==> src/core/csi2_gasket_regs.svh <==
// Register map, field positions and codes of the camera receive gasket
`ifndef CSI2_GASKET_REGS_SVH
`define CSI2_GASKET_REGS_SVH

`define OFS_TEST_CTRL_A     8'h00
`define OFS_TEST_CTRL_B     8'h04
`define OFS_SHUTDOWN_REL    8'h08
`define OFS_PHY_RESET_REL   8'h0c
`define OFS_CTRL_RESET_REL  8'h10
`define OFS_GASKET_CTRL     8'h14
`define OFS_LANE_COUNT      8'h18
`define OFS_IRQ_STATUS      8'h1c
`define OFS_IRQ_MASK        8'h20
`define OFS_PATH_STATUS     8'h24

`define BIT_TEST_CLEAR      0
`define BIT_TEST_CLOCK      1
`define BIT_TEST_ENABLE     16
`define BIT_RELEASE         0
`define BIT_SOFT_RESET      0
`define BIT_CLOCK_MODE      1
`define BIT_YUV_ORDER       2
`define BIT_RGB444_PACK     3

`define TEST_CODE_RANGE     8'h44
`define LANES_FOUR          2'h3
`define GAP_LIMIT           19'h40000

`define EV_FRAME_END        0
`define EV_CRC_ERROR        1
`define EV_FALSE_CRC        2
`define EV_BAD_TYPE         3
`define EV_PLL_SET          4
`define EV_WIDTH            5

`define DT_YUV420_FIRST     6'h18
`define DT_YUV422_8BIT      6'h1e
`define DT_YUV422_10BIT     6'h1f
`define DT_RGB444           6'h20
`define DT_RGB888           6'h24
`define DT_RAW6             6'h28
`define DT_RAW14            6'h2d

`endif

==> src/core/csi2_gasket_pkg.sv <==
// Types shared by the camera receive gasket
package csi2_gasket_pkg;

  typedef struct packed {
    logic        valid;
    logic [7:0]  id;
    logic [31:0] word;
    logic        packetEnd;
    logic        lineMark;
    logic        frameEnd;
    logic        crcFail;
  } link_beat_type;

  typedef struct packed {
    logic [3:0]  valid;
    logic [7:0]  id;
    logic [15:0] data;
  } pix_beat_type;

  typedef enum logic [2:0] {
    SER_IDLE = 3'b001,
    SER_LOW  = 3'b010,
    SER_HIGH = 3'b100
  } ser_state_type;

endpackage

==> src/core/csi2_receive_gasket_setup.sv <==
// Camera receive path: PHY test port, reset releases, erratum model and gasket
`timescale 1ns/1ps
`include "csi2_gasket_regs.svh"

module csi2_receive_gasket_setup
  import csi2_gasket_pkg::*;
(
  input  wire logic          clk_sys,
  input  wire logic          sys_rst,
  input  wire logic [7:0]    regAddr,
  input  wire logic [31:0]   regWrData,
  input  wire logic          regWr,
  input  wire logic          regRd,
  output logic      [31:0]   regRdData,
  output logic               irq,
  input  wire logic          linkClock,
  input  wire link_beat_type linkBeat,
  output logic               phyPowerRelease,
  output logic               phyResetReleaseBit,
  output logic               controllerResetReleaseBit,
  output logic      [7:0]    pllRange,
  output pix_beat_type       pixBeat,
  output logic               pixClockGate
);

  function automatic logic accepted(input logic [5:0] dt);
    accepted = (dt >= `DT_YUV420_FIRST && dt <= `DT_RGB888) ||
               (dt >= `DT_RAW6 && dt <= `DT_RAW14);
  endfunction

  function automatic logic [15:0] formatHalf(input logic [5:0] dt,
                                             input logic [15:0] half,
                                             input logic [3:0] ctrl);
    formatHalf = half;
    if (dt == `DT_RGB444) begin
      if (ctrl[`BIT_RGB444_PACK])
        formatHalf = {half[11:8], 1'b0, half[3:0], 2'b00, half[7:4], 1'b0};
      else
        formatHalf = {4'h0, half[11:0]};
    end else if (dt == `DT_YUV422_8BIT && ctrl[`BIT_YUV_ORDER]) begin
      formatHalf = {half[7:0], half[15:8]};
    end
  endfunction

  // Software registers
  logic [1:0]           testCtrlA;
  logic                 testEnable;
  logic [7:0]           testDataIn;
  logic [7:0]           testCode;
  logic                 shutdownRel;
  logic                 phyResetRel;
  logic                 ctrlResetRel;
  logic [3:0]           gasketCtrl;
  logic [1:0]           laneCount;
  logic [`EV_WIDTH-1:0] irqStatus;
  logic [`EV_WIDTH-1:0] irqMask;
  logic [`EV_WIDTH-1:0] events;

  // PHY test port model
  logic                 testClockPrev;
  logic                 pllSet;
  logic                 testFall;

  // Link sampling
  logic                 linkClkMeta;
  logic                 linkClkSync;
  logic                 linkClkPrev;
  link_beat_type        beatMeta;
  link_beat_type        beatSync;
  logic                 linkEdge;

  // Erratum payload counter
  logic [18:0]          payloadCount;
  logic                 inPacket;
  logic                 gapOverflow;
  logic                 sawLineMark;

  // Gasket path
  ser_state_type        serState;
  link_beat_type        held;
  logic                 pathReady;
  logic [15:0]          outHalf;
  logic [3:0]           chanValid;

  wire writeA = regWr && regAddr == `OFS_TEST_CTRL_A;
  wire writeB = regWr && regAddr == `OFS_TEST_CTRL_B;

  always_ff @(posedge clk_sys or posedge sys_rst) begin
    if (sys_rst) begin
      testCtrlA <= 2'h0;
      testEnable <= 1'b0;
      testDataIn <= 8'h00;
    end else begin
      if (writeA)
        testCtrlA <= regWrData[1:0];
      if (writeB) begin
        testEnable <= regWrData[`BIT_TEST_ENABLE];
        testDataIn <= regWrData[7:0];
      end
    end
  end

  always_ff @(posedge clk_sys or posedge sys_rst) begin
    if (sys_rst) begin
      shutdownRel <= 1'b0;
      phyResetRel <= 1'b0;
      ctrlResetRel <= 1'b0;
      gasketCtrl <= 4'h0;
      laneCount <= 2'h0;
      irqMask <= '0;
    end else if (regWr) begin
      case (regAddr)
        `OFS_SHUTDOWN_REL:   shutdownRel <= regWrData[`BIT_RELEASE];
        `OFS_PHY_RESET_REL:  phyResetRel <= regWrData[`BIT_RELEASE];
        `OFS_CTRL_RESET_REL: ctrlResetRel <= regWrData[`BIT_RELEASE];
        `OFS_GASKET_CTRL:    gasketCtrl <= regWrData[3:0];
        `OFS_LANE_COUNT:     laneCount <= regWrData[1:0];
        `OFS_IRQ_MASK:       irqMask <= regWrData[`EV_WIDTH-1:0];
        default: ;
      endcase
    end
  end

  // Test data latch on the falling test clock; the clear bit wipes the test code
  assign testFall = testClockPrev && !testCtrlA[`BIT_TEST_CLOCK];

  always_ff @(posedge clk_sys or posedge sys_rst) begin
    if (sys_rst) begin
      testClockPrev <= 1'b0;
      testCode <= 8'h00;
      pllRange <= 8'h00;
      pllSet <= 1'b0;
    end else begin
      testClockPrev <= testCtrlA[`BIT_TEST_CLOCK];
      if (testCtrlA[`BIT_TEST_CLEAR]) begin
        testCode <= 8'h00;
      end else if (testFall) begin
        if (testEnable)
          testCode <= testDataIn;
        else if (testCode == `TEST_CODE_RANGE) begin
          pllRange <= testDataIn;
          pllSet <= 1'b1;
        end
      end
    end
  end

  // Outputs follow the release bits in chain order; each also needs the releases before it
  always_ff @(posedge clk_sys or posedge sys_rst) begin
    if (sys_rst) begin
      phyPowerRelease <= 1'b0;
      phyResetReleaseBit <= 1'b0;
      controllerResetReleaseBit <= 1'b0;
    end else begin
      phyPowerRelease <= shutdownRel;
      phyResetReleaseBit <= shutdownRel && phyResetRel;
      controllerResetReleaseBit <= shutdownRel && phyResetRel && ctrlResetRel;
    end
  end

  // Beat fields are held steady by the sender around the link clock edge, so
  // they ride the same two-stage delay as the clock and are read together.
  always_ff @(posedge clk_sys or posedge sys_rst) begin
    if (sys_rst) begin
      linkClkMeta <= 1'b0;
      linkClkSync <= 1'b0;
      linkClkPrev <= 1'b0;
      beatMeta <= '0;
      beatSync <= '0;
    end else begin
      linkClkMeta <= linkClock;
      linkClkSync <= linkClkMeta;
      linkClkPrev <= linkClkSync;
      beatMeta <= linkBeat;
      beatSync <= beatMeta;
    end
  end

  assign linkEdge = linkClkSync && !linkClkPrev;
  assign pathReady = pllSet && controllerResetReleaseBit && !gasketCtrl[`BIT_SOFT_RESET];

  // Models the four-lane counter that runs on past a long packet; it only
  // taints the CRC report, the data path below never looks at it.
  always_ff @(posedge clk_sys or posedge sys_rst) begin
    if (sys_rst) begin
      payloadCount <= 19'h0;
      inPacket <= 1'b0;
      gapOverflow <= 1'b0;
      sawLineMark <= 1'b0;
    end else if (!pathReady) begin
      payloadCount <= 19'h0;
      inPacket <= 1'b0;
      gapOverflow <= 1'b0;
      sawLineMark <= 1'b0;
    end else if (linkEdge) begin
      if (beatSync.lineMark)
        sawLineMark <= 1'b1;
      if (beatSync.valid) begin
        inPacket <= !beatSync.packetEnd;
        payloadCount <= beatSync.packetEnd ? 19'h0 : payloadCount + 19'h1;
        gapOverflow <= 1'b0;
      end else if (laneCount == `LANES_FOUR && !inPacket) begin
        if (payloadCount >= `GAP_LIMIT - 19'h1)
          gapOverflow <= 1'b1;
        else
          payloadCount <= payloadCount + 19'h1;
      end
      if (beatSync.frameEnd) begin
        sawLineMark <= 1'b0;
        gapOverflow <= 1'b0;
        payloadCount <= 19'h0;
      end
    end
  end

  always_comb begin
    events = '0;
    if (linkEdge && pathReady) begin
      events[`EV_FRAME_END] = beatSync.frameEnd;
      events[`EV_CRC_ERROR] = beatSync.valid && beatSync.packetEnd && beatSync.crcFail;
      events[`EV_FALSE_CRC] = beatSync.frameEnd && gapOverflow && !sawLineMark;
      events[`EV_BAD_TYPE] = beatSync.valid && !accepted(beatSync.id[5:0]);
    end
    events[`EV_PLL_SET] = testFall && !testEnable && !testCtrlA[`BIT_TEST_CLEAR] &&
                          testCode == `TEST_CODE_RANGE;
  end

  // A new event outranks a same-cycle write-one clear
  always_ff @(posedge clk_sys or posedge sys_rst) begin
    if (sys_rst) begin
      irqStatus <= '0;
      irq <= 1'b0;
    end else begin
      if (regWr && regAddr == `OFS_IRQ_STATUS)
        irqStatus <= (irqStatus & ~regWrData[`EV_WIDTH-1:0]) | events;
      else
        irqStatus <= irqStatus | events;
      irq <= |(irqStatus & irqMask);
    end
  end

  // Split each accepted 32-bit word into two 16-bit beats, low half first; a link
  // word arrives at most every eight system clocks, so two slots suffice.
  always_ff @(posedge clk_sys or posedge sys_rst) begin
    if (sys_rst) begin
      serState <= SER_IDLE;
      held <= '0;
    end else if (!pathReady) begin
      serState <= SER_IDLE;
    end else begin
      case (serState)
        SER_IDLE: begin
          if (linkEdge && beatSync.valid && accepted(beatSync.id[5:0])) begin
            held <= beatSync;
            serState <= SER_LOW;
          end
        end
        SER_LOW:  serState <= SER_HIGH;
        SER_HIGH: serState <= SER_IDLE;
        default:  serState <= SER_IDLE;
      endcase
    end
  end

  assign outHalf = (serState == SER_HIGH) ? held.word[31:16] : held.word[15:0];

  always_comb begin
    chanValid = 4'h0;
    if (serState == SER_LOW || serState == SER_HIGH)
      chanValid[held.id[7:6]] = 1'b1;
  end

  always_ff @(posedge clk_sys or posedge sys_rst) begin
    if (sys_rst) begin
      pixBeat <= '0;
      pixClockGate <= 1'b0;
    end else if (!pathReady) begin
      pixBeat <= '0;
      pixClockGate <= 1'b0;
    end else begin
      pixBeat.valid <= chanValid;
      pixBeat.id <= {2'b00, held.id[5:0]};
      pixBeat.data <= formatHalf(held.id[5:0], outHalf, gasketCtrl);
      pixClockGate <= gasketCtrl[`BIT_CLOCK_MODE] || (|chanValid);
    end
  end

  always_ff @(posedge clk_sys or posedge sys_rst) begin
    if (sys_rst) begin
      regRdData <= 32'h0;
    end else if (regRd) begin
      case (regAddr)
        `OFS_TEST_CTRL_A:    regRdData <= {30'h0, testCtrlA};
        `OFS_TEST_CTRL_B:    regRdData <= {15'h0, testEnable, testCode, testDataIn};
        `OFS_SHUTDOWN_REL:   regRdData <= {31'h0, shutdownRel};
        `OFS_PHY_RESET_REL:  regRdData <= {31'h0, phyResetRel};
        `OFS_CTRL_RESET_REL: regRdData <= {31'h0, ctrlResetRel};
        `OFS_GASKET_CTRL:    regRdData <= {28'h0, gasketCtrl};
        `OFS_LANE_COUNT:     regRdData <= {30'h0, laneCount};
        `OFS_IRQ_STATUS:     regRdData <= {27'h0, irqStatus};
        `OFS_IRQ_MASK:       regRdData <= {27'h0, irqMask};
        `OFS_PATH_STATUS:    regRdData <= {pllRange, 19'h0, serState, gapOverflow, pathReady};
        default:             regRdData <= 32'h0;
      endcase
    end else begin
      regRdData <= 32'h0;
    end
  end

endmodule

==> config.mk <==
export PLATFORM = sky130hd
export DESIGN_NAME = csi2_receive_gasket_setup
export DESIGN_NICKNAME = d
export VERILOG_FILES = /design/src/core/csi2_gasket_pkg.sv /design/src/core/csi2_receive_gasket_setup.sv
export VERILOG_INCLUDE_DIRS = /design/src /design/src/core
export SDC_FILE = /design/constraint.sdc
export NUM_CORES = 1
export LEC_CHECK = 0
export BUFFER_PORTS_ARGS = -buffer_cell sky130_fd_sc_hd__buf_2
export CAP_MARGIN = 20
export CORE_MARGIN = 1
export CORE_UTILIZATION = 55
export DETAILED_ROUTE_END_ITERATION = 12
export GPL_TIMING_DRIVEN = 0
export PLACE_DENSITY = 0.78
export SETUP_SLACK_MARGIN = 0.1
export SYNTH_ARGS = -nofsm -noshare
export SYNTH_HDL_FRONTEND = slang
export SYNTH_SLANG_ARGS = --single-unit
==> constraint.sdc <==
create_clock -name clk_sys -period 15.05 [get_ports clk_sys]
set_input_delay 3.7625 -clock clk_sys [delete_from_list [all_inputs] [get_ports clk_sys]]
set_output_delay 3.7625 -clock clk_sys [all_outputs]
set_load 0.05 [all_outputs]
==> summary.md, run 1 <==
| Metric | Value |
|---|---|
| Result of the run | finished clean |
| Achievable frequency | 0.201 GHz |
| Buffer levels on the longest clock path | 3 |
| Cells on Worst Hold Path | 0 |
| Hold Fails Final Rpt | 0 |
| Clock slew at the register clock pins of the worst setup and hold paths | 0.06 ns |
| Design Area, Final | 12000 sq um |
| Buffers plus inverters on the worst setup path | 1 |
| Detailed-route vias per instance | 5.55 |
| Master of the slowest instance on the critical path | dfrtp_1 |
| Number of cells on the worst reg-to-reg path | 5 |
| Final Hold Slack | 0.342 ns |
| Grt total ovfl | 0 |
| Count of routing violations after the opening detailed-route iteration | 511 |
| Overall Power | 1.44 mW |
| Estimated wirelength of the detail-placed design | 13500 um |
| Cell family contributing the most delay on the critical path | flip-flops |
| Leakage power figure | 6.06 nW |
| Antenna Nets Post-Route | 0 |
| Die Y-Extent | 138 um |
| Share of the clock period used by the worst path | 0.331 |
| Worst path cell trace | buf_2 |
| Max-slew headroom | 0.473 |
| Aggregate routed wire length | 20400 um |
| Number of flops mapped to enable cells by yosys | 0 |
| Number of antenna violations at the first check in global routing | 0 |
| Data arrival time of the worst path | 1.22 ns |
| CP startpoint kind | flop |
| Flip-flop and latch count after synthesis | 262 |
| Maximum vdd drop | 0.112 mV |
| R2r startpoint | gasketCtrl[0] |
| Maximum number of pins on one net before global-route repair | 107 |
| Post-cts gate resize count | 0 |
| Worst setup timing slack at the placement stage | 9.59 ns |
| CTS Hold Bufs | 0 |
| Number of placed instances with taps included | 1111 |
| CP Class | reg -> out |
| Startpoint of the lowest-slack hold path | beatMeta[35] |
| Final layout net count | 1000 |
| Class of the tightest hold or removal check | reg -> reg |
| Most common cell after layout, fill and taps aside | dfrtp_1 |
| Number of filler instances in the final layout | 1342 |
| H-Tree Level Count | 1 |
| Final estimated routing congestion in global placement | 0.893 |
| Die area | 19000 sq um |
| Distinct cell type count after synthesis | 71 |
| Floorplan Core Area | 18000 sq um |
| Data required time of the critical path | 11.29 ns |
| Maximum capacitance violations | 0 |
| Ports placed on the boundary | 163 |
| Clock tree root driver cell | clkbuf_16 |
| Drt wl/cell | 17.6 um |
| Share of cells above drive strength 1 | 0.305 |
| Clock Sinks | 262 |
| Number of standard-cell rows in the floorplan | 49 |
| Setup TNS Final | 0 ns |
| Total of endpoints with negative setup slack in the final report | 0 |
| Post-synthesis instance area | 10100 sq um |
| Synth Instances | 743 |
| Number of warnings reported in the yosys synthesis log | 0 |
| Worst reg2reg setup slack | 12.79 ns |
| Setup WS post-layout | 10.07 ns |
| Commonest non-fill, non-tap cells in the layout | dfrtp_1 (261), buf_2 (137), mux2_2 (63), nand2_1 (42) |
| I/O Buffers | 129 |
| Initial Util | 0.562 |
| Pins Over Slew Limit | 0 |
| Pre-Repair DR Iteration Count | 6 |
| Utilization after layout | 0.668 |
| CP max FO | 3 |
| Average cell area after synthesis | 13.6 sq um |
| Maximum clock skew at final layout | 0.0107 ns |
| Layout overhead on the synthesized area | 18.8% |
| Shortest clock period the worst path allows after layout | 4.98 ns |
| Sort of element at the end of the critical path | output port |
| DRC violation count after routing | 0 |
| Worst-margin pin slew | 0.789 ns |
| TritonCTS Buffers | 25 |
| Most instantiated flip-flop cell in the synthesis netlist | dfrtp_1 |
| Detailed-route via count | 6414 |
| Clock tree from TritonCTS | yes |
| Ratio of total power to cell area | 119 nW/um^2 |
| Post-place instance area | 11200 sq um |
| Number of global-route vias before repair | 6173 |
| Number of inserted diodes | 0 |
| Part of the Yosys area used for sequential elements | 0.647 |
| Worst path max stage delay | 0.40 ns |
| Min-Delay Endpoint | beatSync[35] |
| Capture point of the worst reg-to-reg path | held[7] |
| Insertion delay of the later-clocked pin in the worst-skew pair | 0.54 ns |
| Post-CTS setup buffer count | 0 |
| Final Instance Count excl. Fillers | 1156 |
| Setup repair after global routing missed its margin | no |
| DIE WIDTH | 138 um |
| Share of flip-flops with an asynchronous set or reset | 1.00 |
| Global-route wire length before repair | 32100 um |
| Total track usage | 0.222 |
==> cell families after synthesis <==
logic type | Yosys count | share of synthesized area
buffers and inverters | 51 | 0.0304
xor gates and xnor gates | 1 | 0.000865
and+or+nand+nor | 211 | 0.124
other | 1 | 0.000370
DFF | 262 | 0.647
adders and majority gates | 1 | 0.00124
AOI/OAI and AO/OA | 101 | 0.0713
muxes | 115 | 0.124
==> state kept, by name, indices dropped and copies added, names as in the netlist, 3 cells and up <==
register,count
beatMeta,45
payloadCount,19
testDataIn,8
held,40
regRdData,25
beatSync,45
gasketCtrl,4
serState,3
irqStatus,5
irqMask,5
pixBeat,26
pllRange,8
testCode,8
==> layout make-up <==
class	instances	area, sq um	share of cell area
clock buffers	33	696	0.0578
multi-input cells	438	3290	0.274
well taps	229	287	0.0238
plain buffers	46	289	0.0240
repair buffers	131	701	0.0582
clock inverters	12	183	0.0152
inverters	5	26.3	0.00218
flip-flops and latches	262	6560	0.545
==> routing by layer <==
layer  share of wire  global-route usage  vias to the layer above
met5               0                   0                        -
met4           0.028              0.0719                        0
met3           0.052              0.0372                       49
met2            0.50               0.370                      215
met1            0.42               0.296                     3172
li1                -                   -                     2978
==> cell usage after synthesis (6+ instances only) <==
library cell	instances	share of area
nand4_1	7	0.0043
and2_1	16	0.0099
dfrtp_1	261	0.64
o211ai_1	7	0.0052
o31ai_1	13	0.0096
mux2_1	14	0.016
buf_2	8	0.0040
buf_4	12	0.0089
nor2_1	34	0.013
a32oi_1	6	0.0052
and3_1	36	0.022
nand2b_1	9	0.0056
mux2i_1	36	0.036
clkbuf_1	15	0.0056
a21oi_1	19	0.0094
nand3_1	19	0.0094
nand2_1	42	0.016
o21ai_0	7	0.0035
mux2_2	63	0.070
a31oi_1	16	0.0099
buf_6	8	0.0089
nand3b_1	6	0.0044
==> worst max-delay path by stage <==
stage                         startpoint  cells after the start  slack (ns)                   endpoint
2_1_floorplan                    sys_rst                      1        4.08                beatMeta[0]
3_3_place_gp                     sys_rst                      2        1.76              regRdData[14]
3_5_place_dp                  regAddr[4]                      6        9.59                 irqMask[0]
4_1_cts        controllerResetReleaseBit                      1       10.05  controllerResetReleaseBit
5_1_grt                       regAddr[4]                      6       10.02                 irqMask[0]
6_report       controllerResetReleaseBit                      1       10.07  controllerResetReleaseBit
==> power breakdown <==
group | switching (mW) | internal (mW) | leakage (nW)
combinational | 0.0330 | 0.0166 | 2.20
clock | 0.261 | 0.396 | 0.424
sequential | 0.00804 | 0.721 | 3.43
(Power assumes the default switching activity.)
==> run 2, diff against run 1 <==
Settings changed: CORE_UTILIZATION 55 to 51, PLACE_DENSITY 0.78 to 0.76.
Clock period 15.05 ns to 4.5 ns, I/O delays scaled along.
==> run 2 against run 1 <==
- non-clock buffer count up 4
- die area rose by 7.7%
- register-to-register slack worse by 11 ns
- utilization is 4.6 points lower
- clock power rose to 3.2 times the previous value
- clock skew shrank 0.0018 ns
- total power rose to 3.3 times the previous value
- via count grew 1.6%
- clock-buffer cell count grew 8
- final cell count increased by 3.6%
- sequential power grew to 3.3 times the previous value
- critical path type unchanged
- largest power group unchanged
- highest routed layer unchanged
==> summary.md, run 2 (synthesis results as in run 1) <==
| Metric | Value |
|---|---|
| Result of the run | finished clean |
| H-Tree Level Count | 1 (unchanged) |
| Multi-input gate area in the final layout | 3290 sq um (unchanged) |
| Clock slew at the register clock pins of the worst setup and hold paths | 0.06 ns (about the same) |
| Number of placed instances with taps included | 1151 (+3.6%) |
| Count of routing violations after the opening detailed-route iteration | 383 (-25%) |
| CTS Hold Bufs | 0 (unchanged) |
| Class of the tightest hold or removal check | reg -> reg |
| Maximum number of pins on one net before global-route repair | 46 (-57%) |
| Number of inserted diodes | 0 (unchanged) |
| Hold Fails Final Rpt | 0 (unchanged) |
| Design Area, Final | 12100 sq um (+0.47%) |
| Floorplan Core Area | 19500 sq um (+8.0%) |
| Master of the slowest instance on the critical path | dfrtp_1 |
| Ratio of total power to cell area | 388 nW/um^2 (+220%) |
| Register Area | 6560 sq um (unchanged) |
| I/O Buffers | 129 (unchanged) |
| Data required time of the critical path | 3.38 ns (-7.91 ns) |
| Final Instance Count excl. Fillers | 1198 (+3.6%) |
| Clock Sinks | 262 (unchanged) |
| Total track usage | 0.209 (-0.0122) |
| Buffers plus inverters on the worst setup path | 1 (unchanged) |
| Initial Util | 0.520 (-0.0415) |
| Final Hold Slack | 0.344 ns (+0.00209 ns) |
| Registers with the highest flip-flop counts | beatMeta: 45 flops, beatSync: 45 flops, held: 40 flops |
| Maximum capacitance violations | 0 (unchanged) |
| Ports placed on the boundary | 163 (unchanged) |
| Aggregate routed wire length | 20700 um (+1.9%) |
| Insertion delay of the later-clocked pin in the worst-skew pair | 0.52 ns (-0.02 ns) |
| Post-place instance area | 11300 sq um (+0.95%) |
| Maximum vdd drop | 0.378 mV (+240%) |
| Post-cts gate resize count | 0 (unchanged) |
| Number of antenna violations at the first check in global routing | 0 (unchanged) |
| Leakage power figure | 6.06 nW (about the same) |
| Setup repair after global routing missed its margin | no |
| Share of the clock period used by the worst path | 0.515 |
| TritonCTS Buffers | 26 (+4.0%) |
| DRC violation count after routing | 0 (unchanged) |
| Die area | 20400 sq um (+7.7%) |
| Achievable frequency | 0.432 GHz |
| Maximum clock skew at final layout | 0.00891 ns (-0.00178 ns) |
| Detailed-route vias per instance | 5.44 (-2.0%) |
| Data arrival time of the worst path | 1.19 ns (-0.03 ns) |
| Max-slew headroom | 0.413 (-0.0602) |
| Clock tree root driver cell | clkbuf_16 |
| Number of global-route vias before repair | 6183 (+0.16%) |
| Final estimated routing congestion in global placement | 0.904 (+1.2%) |
| Clock tree from TritonCTS | yes |
| Worst-margin pin slew | 0.879 ns (+0.0899 ns) |
| Estimated wirelength of the detail-placed design | 14300 um (+5.9%) |
| Cell family contributing the most delay on the critical path | flip-flops |
| CP Class | reg -> out |
| Antenna Nets Post-Route | 0 (unchanged) |
| Share of cells above drive strength 1 | 0.303 (-0.00196) |
| CP startpoint kind | flop |
| DIE WIDTH | 143 um (+3.8%) |
| Worst path max stage delay | 0.39 ns (about the same) |
| Sort of element at the end of the critical path | output port |
| Pins Over Slew Limit | 0 (unchanged) |
| Detailed-route via count | 6517 (+1.6%) |
| Most common cell after layout, fill and taps aside | dfrtp_1 |
| Post-CTS setup buffer count | 0 (unchanged) |
| Drt wl/cell | 17.3 um (-1.7%) |
| Die Y-Extent | 143 um (+3.8%) |
| Final layout net count | 1005 (+0.50%) |
| Total of endpoints with negative setup slack in the final report | 0 (unchanged) |
| Global-route wire length before repair | 32900 um (+2.4%) |
| Number of filler instances in the final layout | 1471 (+9.6%) |
| Number of standard-cell rows in the floorplan | 51 (+4.1%) |
| Pre-Repair DR Iteration Count | 5 (-1) |
| CP max FO | 1 (-2) |
| Worst path cell trace | buf_2 |
| Shortest clock period the worst path allows after layout | 2.32 ns |
| Layout overhead on the synthesized area | 19.3% |
| Utilization after layout | 0.621 (-0.0464) |
| Setup TNS Final | 0 ns (unchanged) |
| Commonest non-fill, non-tap cells in the layout | dfrtp_1 (261), buf_2 (137), mux2_2 (63), nand2_1 (42) |
| Grt total ovfl | 0 (unchanged) |
| Buffer levels on the longest clock path | 3 (unchanged) |
[run 2: cell count changes in the layout (fill, tap and decap cells not counted)]
cell | before | now
buf_12 | 0 | 6
buf_16 | 2 | 0
bufinv_16 | 4 | 1
clkbuf_1 | 19 | 25
clkbuf_16 | 25 | 27
clkinv_2 | 4 | 3
inv_16 | 1 | 0
inv_8 | 1 | 0
[run 2: routing by layer]
metal,wire length [um],GRT usage,vias up
met1,9020,0.287,3258
met5,0,0,-
met2,10100,0.345,225
li1,-,-,2993
met4,544,0.0634,0
met3,1070,0.0335,41
[run 2: worst paths after layout]
kind	from	endpoint	slack (ns)	cells past startpoint
max in group asynchronous	sys_rst	beatMeta[29]	2.75	4
worst min register to register	beatMeta[43]	beatSync[43]	0.34	0
worst max-delay path	pixBeat[20]	pixBeat[20]	2.18	1
worst max register to register	serState[2]	pixBeat[14]	2.22	7
worst min-delay path	beatMeta[43]	beatSync[43]	0.34	0
min in group asynchronous	sys_rst	payloadCount[6]	0.79	2
[run 2: per-stage QoR]
step                power, mW  setup WS (ns)
floorplan                2.57        -0.0797
global placement         2.64          -1.38
detailed placement       2.66           1.68
CTS                      4.73           2.15
global route             4.83           2.03
finish                   4.68           2.18
[run 2: report_power, final]
part | total [mW] | internal, mW | switching, mW
clock network | 2.07 | 1.22 | 0.848
logic | 0.172 | 0.0612 | 0.110
registers | 2.44 | 2.41 | 0.0292
[run 2: layout make-up]
class                      instances  area share
sequential                       262       0.542
multi-input combinational        438       0.272
clock buffer                      41      0.0636
timing repair buffer             135      0.0633
tap                              265      0.0274
buffer                            46      0.0239
clock inverter                     6     0.00497
inverter                           5     0.00186
